--- src/hw/dcic_pkg.sv ---
// package for the dual card interface control block
// assumes a single 125 MHz core clock; no software-visible registers
package dcic_pkg;

    localparam int unsigned CLK_PERIOD_NS   = 8;
    localparam int unsigned DEBOUNCE_MS     = 8;
    // debounce count: 8 ms at 8 ns per cycle
    localparam int unsigned DEBOUNCE_CYCLES = (DEBOUNCE_MS * 1000000) / CLK_PERIOD_NS;
    localparam int unsigned DEB_W           = 20;
    localparam int unsigned DIV_W           = 3;

    // divider select codes {hi, lo}
    localparam logic [1:0] DIV_SEL_BY8 = 2'h0;
    localparam logic [1:0] DIV_SEL_BY4 = 2'h1;
    localparam logic [1:0] DIV_SEL_BY2 = 2'h3;
    localparam logic [1:0] DIV_SEL_BY1 = 2'h2;

    // half-period lengths in crystal cycles minus one; by1 handled as pass-through
    localparam logic [DIV_W-1:0] HALF_BY8 = 3'h3;
    localparam logic [DIV_W-1:0] HALF_BY4 = 3'h1;
    localparam logic [DIV_W-1:0] HALF_BY2 = 3'h0;

    typedef enum logic [2:0] {
        DCIC_V_3V0 = 3'b001,
        DCIC_V_5V0 = 3'b010,
        DCIC_V_1V8 = 3'b100
    } dcic_volt_t;

    typedef struct packed {
        logic clk;
        logic rst;
        logic data;
        logic data_oe;
    } dcic_card_t;

endpackage

--- src/hw/dcic_debounce.sv ---
// presence debouncer: input must stay high for the full count before reported
// assumes presence input already synchronous to core_clk_in
`timescale 1ns/1ps
module dcic_debounce #(
    parameter int unsigned COUNT = dcic_pkg::DEBOUNCE_CYCLES
) (
    input  wire logic core_clk_in,
    input  wire logic rst_in,
    input  wire logic presence_in,
    output logic      present_out
);
    logic [dcic_pkg::DEB_W-1:0] cnt_q;
    logic                       present_q;
    wire                        done = (cnt_q == dcic_pkg::DEB_W'(COUNT - 1));

    // removal is reported at once; only insertion is delayed
    always_ff @(posedge core_clk_in) begin
        if (rst_in || !presence_in) begin
            cnt_q     <= '0;
            present_q <= 1'b0;
        end else if (!present_q) begin
            if (done) begin
                present_q <= 1'b1;
            end else begin
                cnt_q <= cnt_q + 1'b1;
            end
        end
    end

    assign present_out = present_q;

    property p_deb_hold;
        @(posedge core_clk_in) disable iff (rst_in)
        $rose(present_q) |-> $past(presence_in) && (cnt_q == dcic_pkg::DEB_W'(COUNT - 1));
    endproperty
    a_deb_hold : assert property (p_deb_hold)
        else $error("presence reported too early");
endmodule // dcic_debounce

--- src/hw/dcic_top.sv ---
// dual card interface control: divider, voltage select, presence, routing
// assumes all host inputs synchronous to core_clk_in, which is the crystal clock
// Operation
// - card clock is crystal divided by 1, 2, 4 or 8 per select pins
// - voltage select high picks 5V supply, low picks 3V
// - low-voltage select overrides the CARD_VOLTAGE_SELECT select
// - low-voltage select high enters 1.8V card mode
// - low-voltage select at activation sets the activated interface supply to 1.8V; a later change leaves a live card's supply as it was
// - first presence active high, debounced 8 ms before reporting
// - first presence goes to selected status if A selected, else unselected status
// - second presence active high, debounced 8 ms before reporting
// - second presence goes to selected status if B selected, else unselected status
// - data line A active only when A selected and activated
// - data line B active only when B selected and activated
// - activation request low activates the selected interface
// - host card reset passes to the selected interface reset output while that interface is activated
// - host controls route to A when select low, B when high
// - unselected status reflects presence of the non-selected interface
// - selected status output is active low, an interrupt to host
// - divider changes synchronously, no runt pulses on change except one when leaving divide-by-1
`timescale 1ns/1ps
module dcic_top #(
    parameter int unsigned DEBOUNCE_COUNT = dcic_pkg::DEBOUNCE_CYCLES
) (
    input  wire logic        core_clk_in,
    input  wire logic        rst_in,
    input  wire logic        clock_divider_select_hi_in,
    input  wire logic        clock_divider_select_lo_in,
    input  wire logic        card_voltage_select_in,
    input  wire logic        low_voltage_card_select_in,
    input  wire logic        interface_select_in,
    input  wire logic        activation_request_n_in,
    input  wire logic        host_card_reset_in,
    input  wire logic        host_data_line_in,
    input  wire logic        presence_in_first_in,
    input  wire logic        presence_in_second_in,
    input  wire logic        card_data_first_in,
    input  wire logic        card_data_second_in,
    output logic             host_data_line_out,
    output logic             card_clock_first_out,
    output logic             card_clock_second_out,
    output logic             card_reset_first_out,
    output logic             card_reset_second_out,
    output logic             card_data_first_out,
    output logic             card_data_first_oe_out,
    output logic             card_data_second_out,
    output logic             card_data_second_oe_out,
    output logic [2:0]       supply_select_first_out,
    output logic [2:0]       supply_select_second_out,
    output logic             selected_status_n_out,
    output logic             unselected_status_out
);

    ////////////////////////////////////////////////////////////////////////////
    // supply voltage decode
    dcic_pkg::dcic_volt_t volt_sel;
    assign volt_sel = low_voltage_card_select_in ? dcic_pkg::DCIC_V_1V8 :
                      card_voltage_select_in     ? dcic_pkg::DCIC_V_5V0 :
                                                   dcic_pkg::DCIC_V_3V0;

    ////////////////////////////////////////////////////////////////////////////
    // activation state per interface; the sequencer timing itself is external
    logic act_a_q;
    logic act_b_q;
    logic [2:0] volt_a_q;
    logic [2:0] volt_b_q;
    wire  req      = !activation_request_n_in;
    wire  sel_b    = interface_select_in;
    wire  act_a_d  = sel_b ? act_a_q : req;
    wire  act_b_d  = sel_b ? req : act_b_q;

    // the voltage is latched at activation so a stray pin change cannot
    // swing the supply of a live card
    always_ff @(posedge core_clk_in) begin
        if (rst_in) begin
            act_a_q  <= 1'b0;
            act_b_q  <= 1'b0;
            volt_a_q <= '0;
            volt_b_q <= '0;
        end else begin
            act_a_q  <= act_a_d;
            act_b_q  <= act_b_d;
            if (act_a_d && !act_a_q) begin
                volt_a_q <= volt_sel;
            end
            if (act_b_d && !act_b_q) begin
                volt_b_q <= volt_sel;
            end
        end
    end
    assign supply_select_first_out  = act_a_q ? volt_a_q : 3'h0;
    assign supply_select_second_out = act_b_q ? volt_b_q : 3'h0;

    ////////////////////////////////////////////////////////////////////////////
    // card clock divider: a free counter whose bits give /2,/4,/8; the new
    // ratio is applied only when all outputs are at a common low edge
    logic [dcic_pkg::DIV_W-1:0] div_cnt_q;
    logic [1:0]                 div_sel_q;
    logic                       div_clk_q;
    wire  [1:0]                 div_pins = {clock_divider_select_hi_in,
                                            clock_divider_select_lo_in};
    wire                        aligned  = (div_cnt_q == '1);

    always_ff @(posedge core_clk_in) begin
        if (rst_in) begin
            div_cnt_q <= '0;
            div_sel_q <= dcic_pkg::DIV_SEL_BY8;
        end else begin
            div_cnt_q <= div_cnt_q + 1'b1;
            if (aligned) begin
                div_sel_q <= div_pins;
            end
        end
    end

    logic div_lvl;
    always_comb begin
        case (div_sel_q)
            dcic_pkg::DIV_SEL_BY2: div_lvl = div_cnt_q[0];
            dcic_pkg::DIV_SEL_BY4: div_lvl = div_cnt_q[1];
            dcic_pkg::DIV_SEL_BY8: div_lvl = div_cnt_q[2];
            default:               div_lvl = 1'b0;
        endcase
    end
    assign div_clk_q = div_lvl;
    // full rate passes the crystal itself; gating is only by activation level
    wire card_clk = (div_sel_q == dcic_pkg::DIV_SEL_BY1) ? core_clk_in : div_clk_q;

    ////////////////////////////////////////////////////////////////////////////
    // card outputs
    logic rst_a_q;
    logic rst_b_q;
    logic dat_a_q;
    logic dat_b_q;
    logic hdat_q;
    always_ff @(posedge core_clk_in) begin
        if (rst_in) begin
            rst_a_q <= 1'b0;
            rst_b_q <= 1'b0;
            dat_a_q <= 1'b0;
            dat_b_q <= 1'b0;
            hdat_q  <= 1'b1;
        end else begin
            rst_a_q <= act_a_q && !sel_b ? host_card_reset_in : rst_a_q && act_a_q;
            rst_b_q <= act_b_q && sel_b  ? host_card_reset_in : rst_b_q && act_b_q;
            dat_a_q <= host_data_line_in && act_a_q && !sel_b;
            dat_b_q <= host_data_line_in && act_b_q && sel_b;
            hdat_q  <= sel_b ? card_data_second_in : card_data_first_in;
        end
    end

    assign card_clock_first_out    = act_a_q && card_clk;
    assign card_clock_second_out   = act_b_q && card_clk;
    assign card_reset_first_out    = rst_a_q;
    assign card_reset_second_out   = rst_b_q;
    assign card_data_first_out     = dat_a_q;
    assign card_data_second_out    = dat_b_q;
    assign card_data_first_oe_out  = act_a_q && !sel_b;
    assign card_data_second_oe_out = act_b_q && sel_b;
    assign host_data_line_out      = hdat_q;

    ////////////////////////////////////////////////////////////////////////////
    // presence debounce and status routing
    logic pres_a;
    logic pres_b;
    dcic_debounce #(.COUNT(DEBOUNCE_COUNT)) u_deb_a (
        .core_clk_in (core_clk_in),
        .rst_in      (rst_in),
        .presence_in (presence_in_first_in),
        .present_out (pres_a)
    );
    dcic_debounce #(.COUNT(DEBOUNCE_COUNT)) u_deb_b (
        .core_clk_in (core_clk_in),
        .rst_in      (rst_in),
        .presence_in (presence_in_second_in),
        .present_out (pres_b)
    );
    assign selected_status_n_out = !(sel_b ? pres_b : pres_a);
    assign unselected_status_out = sel_b ? pres_a : pres_b;

    ////////////////////////////////////////////////////////////////////////////
    // checks
    property p_sel_status;
        @(posedge core_clk_in) disable iff (rst_in)
        !sel_b && pres_a |-> !selected_status_n_out;
    endproperty
    a_sel_status : assert property (p_sel_status) else $error("selected status wrong");

    property p_sel_status_b;
        @(posedge core_clk_in) disable iff (rst_in)
        sel_b && pres_b |-> !selected_status_n_out && (unselected_status_out == pres_a);
    endproperty
    a_sel_status_b : assert property (p_sel_status_b) else $error("status b wrong");

    property p_unsel;
        @(posedge core_clk_in) disable iff (rst_in)
        !sel_b |-> unselected_status_out == pres_b;
    endproperty
    a_unsel : assert property (p_unsel) else $error("unselected status wrong");

    property p_oe_a;
        @(posedge core_clk_in) disable iff (rst_in)
        card_data_first_oe_out |-> act_a_q && !interface_select_in;
    endproperty
    a_oe_a : assert property (p_oe_a) else $error("data a active wrongly");

    property p_oe_b;
        @(posedge core_clk_in) disable iff (rst_in)
        card_data_second_oe_out |-> act_b_q && interface_select_in;
    endproperty
    a_oe_b : assert property (p_oe_b) else $error("data b active wrongly");

    property p_act;
        @(posedge core_clk_in) disable iff (rst_in)
        !sel_b && !activation_request_n_in ##1 !sel_b |-> act_a_q;
    endproperty
    a_act : assert property (p_act) else $error("activation not taken");

    property p_idle_low;
        @(posedge core_clk_in) disable iff (rst_in)
        !act_a_q ##1 !act_a_q |-> !card_reset_first_out && !card_data_first_out;
    endproperty
    a_idle_low : assert property (p_idle_low) else $error("idle outputs not low");

    property p_lv;
        @(posedge core_clk_in) disable iff (rst_in)
        low_voltage_card_select_in |-> volt_sel == dcic_pkg::DCIC_V_1V8;
    endproperty
    a_lv : assert property (p_lv) else $error("low voltage not chosen");

    property p_div_sync;
        @(posedge core_clk_in) disable iff (rst_in)
        !$stable(div_sel_q) |-> $past(div_cnt_q) == '1;
    endproperty
    a_div_sync : assert property (p_div_sync) else $error("divider changed mid period");

    c_act_a  : cover property (@(posedge core_clk_in) $rose(act_a_q));
    c_act_b  : cover property (@(posedge core_clk_in) $rose(act_b_q));
    c_pres_a : cover property (@(posedge core_clk_in) $rose(pres_a));
    c_div    : cover property (@(posedge core_clk_in) !$stable(div_sel_q));
endmodule // dcic_top

--- config.mk ---
export PLATFORM = sky130hd
export DESIGN_NAME = dcic_top
export DESIGN_NICKNAME = d
export VERILOG_FILES = /design/src/hw/dcic_pkg.sv /design/src/hw/dcic_debounce.sv /design/src/hw/dcic_top.sv
export SDC_FILE = /design/constraint.sdc
export NUM_CORES = 1
export LEC_CHECK = 0
export BUFFER_PORTS_ARGS = -buffer_cell sky130_fd_sc_hd__buf_2
export CAP_MARGIN = 5
export CORE_ASPECT_RATIO = 0.5
export CORE_MARGIN = 3
export CORE_UTILIZATION = 60
export CTS_BUF_LIST = sky130_fd_sc_hd__clkbuf_8
export DETAILED_ROUTE_END_ITERATION = 7
export PLACE_DENSITY_LB_ADDON = 0.08
export SLEW_MARGIN = 5
export SYNTH_ARGS = -nofsm -noshare
export SYNTH_HDL_FRONTEND = slang
export SYNTH_SLANG_ARGS = --single-unit
--- constraint.sdc ---
create_clock -name core_clk_in -period 2.5 [get_ports core_clk_in]
set_clock_uncertainty 0.05 [all_clocks]
set_input_delay 0.75 -clock core_clk_in [delete_from_list [all_inputs] [get_ports core_clk_in]]
set_output_delay 0.75 -clock core_clk_in [all_outputs]
set_load 0.1 [all_outputs]
==> metrics.yaml <==
floorplan:
  start_util: 0.642
  fp.dieArea_um2: 5800
  core-area_um2: 4550
  rows: 17
  die_h_um: 55.4
  dieWidth_um: 105
  ios: 31
logic_synthesis:
  yosysSeqAreaShare: 0.411
  syn-cell-area_um2: 2920
  muxShareOfSynthArea: 0.0732
  syn-num-nets: 348
  synth_seq_cells: 60
  async_flop_share: 0
  synth_edf_count: 0
  yosys_warnings: 0
  ys_dominant_reg_cell: "dfxtp_1"
  synth_top_family_by_area: "simple AND/OR/NAND/NOR gates"
  synth_compound_area_frac: 0.113
  ys_types: 49
  synth-xor-area-share: 0.0329
  yosys.area_share.adder: 0.0171
  netlist_instances: 330
  synth_area_per_cell_um2: 8.86
  synth-simple-area-share: 0.331
routing:
  wl_per_cell_um: 16.4
  first_pass_iters: 5
  drc: 0
  totalWireLength_um: 7180
  viasPerCell: 6.13
  antenna_left: 0
  via_count: 2686
  dr.first_iter.drc_count: 167
pwr:
  p_per_area_nw_per_um2: 603
  ir_drop_mv: 0.410
  power.leakage_uw: 0.00126
timing:
  rsz0062_at_grt: "yes"
  slew_violations: 0
  setup_viol: 2
  finalWorstSetupSlack_ps: -630
  worstMarginPinSlew_ps: 572
  finalHoldViolCount: 0
  slew_headroom: 0.616
clocking:
  cts_hold_repair.buffers: 0
  clk_latency_ps: 460
  path_clk_slew_ps: 70
  cts_tree: "done"
job:
  cap_violations: 0
critical_path:
  critPathLaunchType: "clock port"
  path_depth: 5
  slowest_stage: "mux4_2"
  crit_family: "multiplexers"
  worstRegToRegCells: 4
  cp_num_buf_inv: 3
  crit_chain: "buf_8 > mux4_2 > buf_8 > and2_4 > buf_12"
  crit_fanout: 2
  slowest_delay_ps: 520
  crit_top_cell: "buf_8"
  cp.arrival_ps: 2330
  setup.worst_path.end_class: "primary output"
  critPathRequiredTime_ps: 1700
  critPathKind: "clock port to primary output"
final_layout:
  n_antenna_cell: 0
  syn_to_final_growth_pct: 20.3
  nNetsFinal: 385
  utilization: 0.773
  final_layout_size_suffix_gt1_frac: 0.185
min_path:
  min_path_cells: 1
  hold_class: "flop to flop"
place:
  place_congestion: 0.865
  port_buffers: 30
  dp_slack_ps: -455
  hpwlAfterDp_um: 4580
global_route:
  grt_pass1_wl_um: 12100
  grt_pass1_vias: 2643
  grt_antenna_before_repair: 0
  grt_max_degree: 23
  gr-total-overflow: 0
  grt_usage: 0.263
run_status:
  status: "finished with violations"
  violations: "setup timing"
## cells in the final DEF, fill, tap and decap left out, drive strengths merged, types with 11 or more instances in the layout
cell and instances:
a21oi 19, and2 11, buf 38, clkbuf 12, dfxtp 60, mux2i 18, nand2 32, nand4 12
nor2 26, o21ai 13
## where the power goes
| group | leakage (µW) | switching (µW) | total (µW) | internal (µW) |
|---|---|---|---|---|
| Combinational | 0.000604 | 82.2 | 125 | 42.5 |
| Sequential | 0.000486 | 14.2 | 985 | 971 |
| Clock | 0.000167 | 415 | 1010 | 598 |
## final timing paths
path,from,to,slack (ps)
worst max-delay path,core_clk_in,card_clock_first_out,-630
worst min-delay path,div_cnt_q[0],div_cnt_q[0],430
worst max register to register,u_deb_b.cnt_q[6],u_deb_b.cnt_q[14],440
worst min register to register,div_cnt_q[0],div_cnt_q[0],430
## registers in the layout, summed over array words and instances, names as in the netlist
signal	count
card_data_first_out	1
card_reset_first_out	1
u_deb_b.present_out	1
u_deb_b.cnt_q	20
act_a_q	1
card_reset_second_out	1
volt_a_q	3
volt_b_q	3
div_cnt_q	3
u_deb_a.present_out	1
u_deb_a.cnt_q	20
act_b_q	1
card_data_second_out	1
div_sel_q	2
host_data_line_out	1
## per-layer routing
| metal | track usage | part of all wire | wire, µm |
|---|---|---|---|
| met3 | 0.0922 | 0.057 | 410 |
| met2 | 0.454 | 0.50 | 3600 |
| met1 | 0.289 | 0.41 | 2970 |
| met4 | 0.131 | 0.029 | 208 |
| met5 | 0 | 0 | 0 |
## cells in the mapped netlist (all sizes together) (3+ instances only)
| cell | count | share of area |
|---|---|---|
| dfxtp | 60 | 0.41 |
| nand2 | 32 | 0.041 |
| nor2 | 26 | 0.033 |
| a21oi | 19 | 0.034 |
| mux2i | 18 | 0.062 |
| o21ai | 13 | 0.022 |
| nand4 | 12 | 0.026 |
| and2 | 11 | 0.024 |
| clkbuf | 11 | 0.014 |
| nand3 | 10 | 0.017 |
| nor2b | 9 | 0.019 |
| nor4 | 9 | 0.024 |
| or4 | 9 | 0.024 |
| nand2b | 8 | 0.017 |
| or3 | 8 | 0.017 |
| xnor2 | 8 | 0.024 |
| and3 | 4 | 0.0086 |
| ha | 4 | 0.017 |
| inv | 4 | 0.0051 |
| o31ai | 4 | 0.010 |
| a2111o | 3 | 0.012 |
| a211oi | 3 | 0.0077 |
| a31oi | 3 | 0.0064 |
| and3b | 3 | 0.0090 |
| and4 | 3 | 0.0090 |
| nand4b | 3 | 0.0090 |
| nor3 | 3 | 0.0051 |
| nor3b | 3 | 0.0077 |
| nor4b | 3 | 0.0090 |
| or4b | 3 | 0.010 |
| xor2 | 3 | 0.0090 |
## metrics by stage
stage                     instance area (µm²)  power (µW)  instances  TNS (ps)  hold slack, ps
after global routing                     3520        2190        438     -1300             459
final                                    3520        2120        438     -1250             434
after detailed placement                 3220        1140        418      -911             389
after CTS                                3510        2120        438     -1290             434
after floorplan                          2940        1090        330      -917             364
after global placement                   3220        1130        418      -911             377
## cell type report
class,count,area [µm²]
fillers,334,1030
flip-flops and latches,60,1200
multi-input cells,253,1680
clock buffers,17,250
repair buffers,33,238
inverters,4,15.0
clock inverters,5,51.3
well taps,66,82.6
## cells by family after synthesis
logic type,count (synthesis)
buffers and inverters,17
XOR/XNOR,11
AO/OA/AOI/OAI,52
flip-flops,60
adder cells (fa/ha/maj),4
multiplexers,20
AND/OR/NAND/NOR,166
## repair_timing
action,in CTS,in global routing
endpoints found under the setup margin,2,2
gates resized for setup,10,3
buffers inserted,0,0
Note: power is estimated with default switching activity, not from simulation.
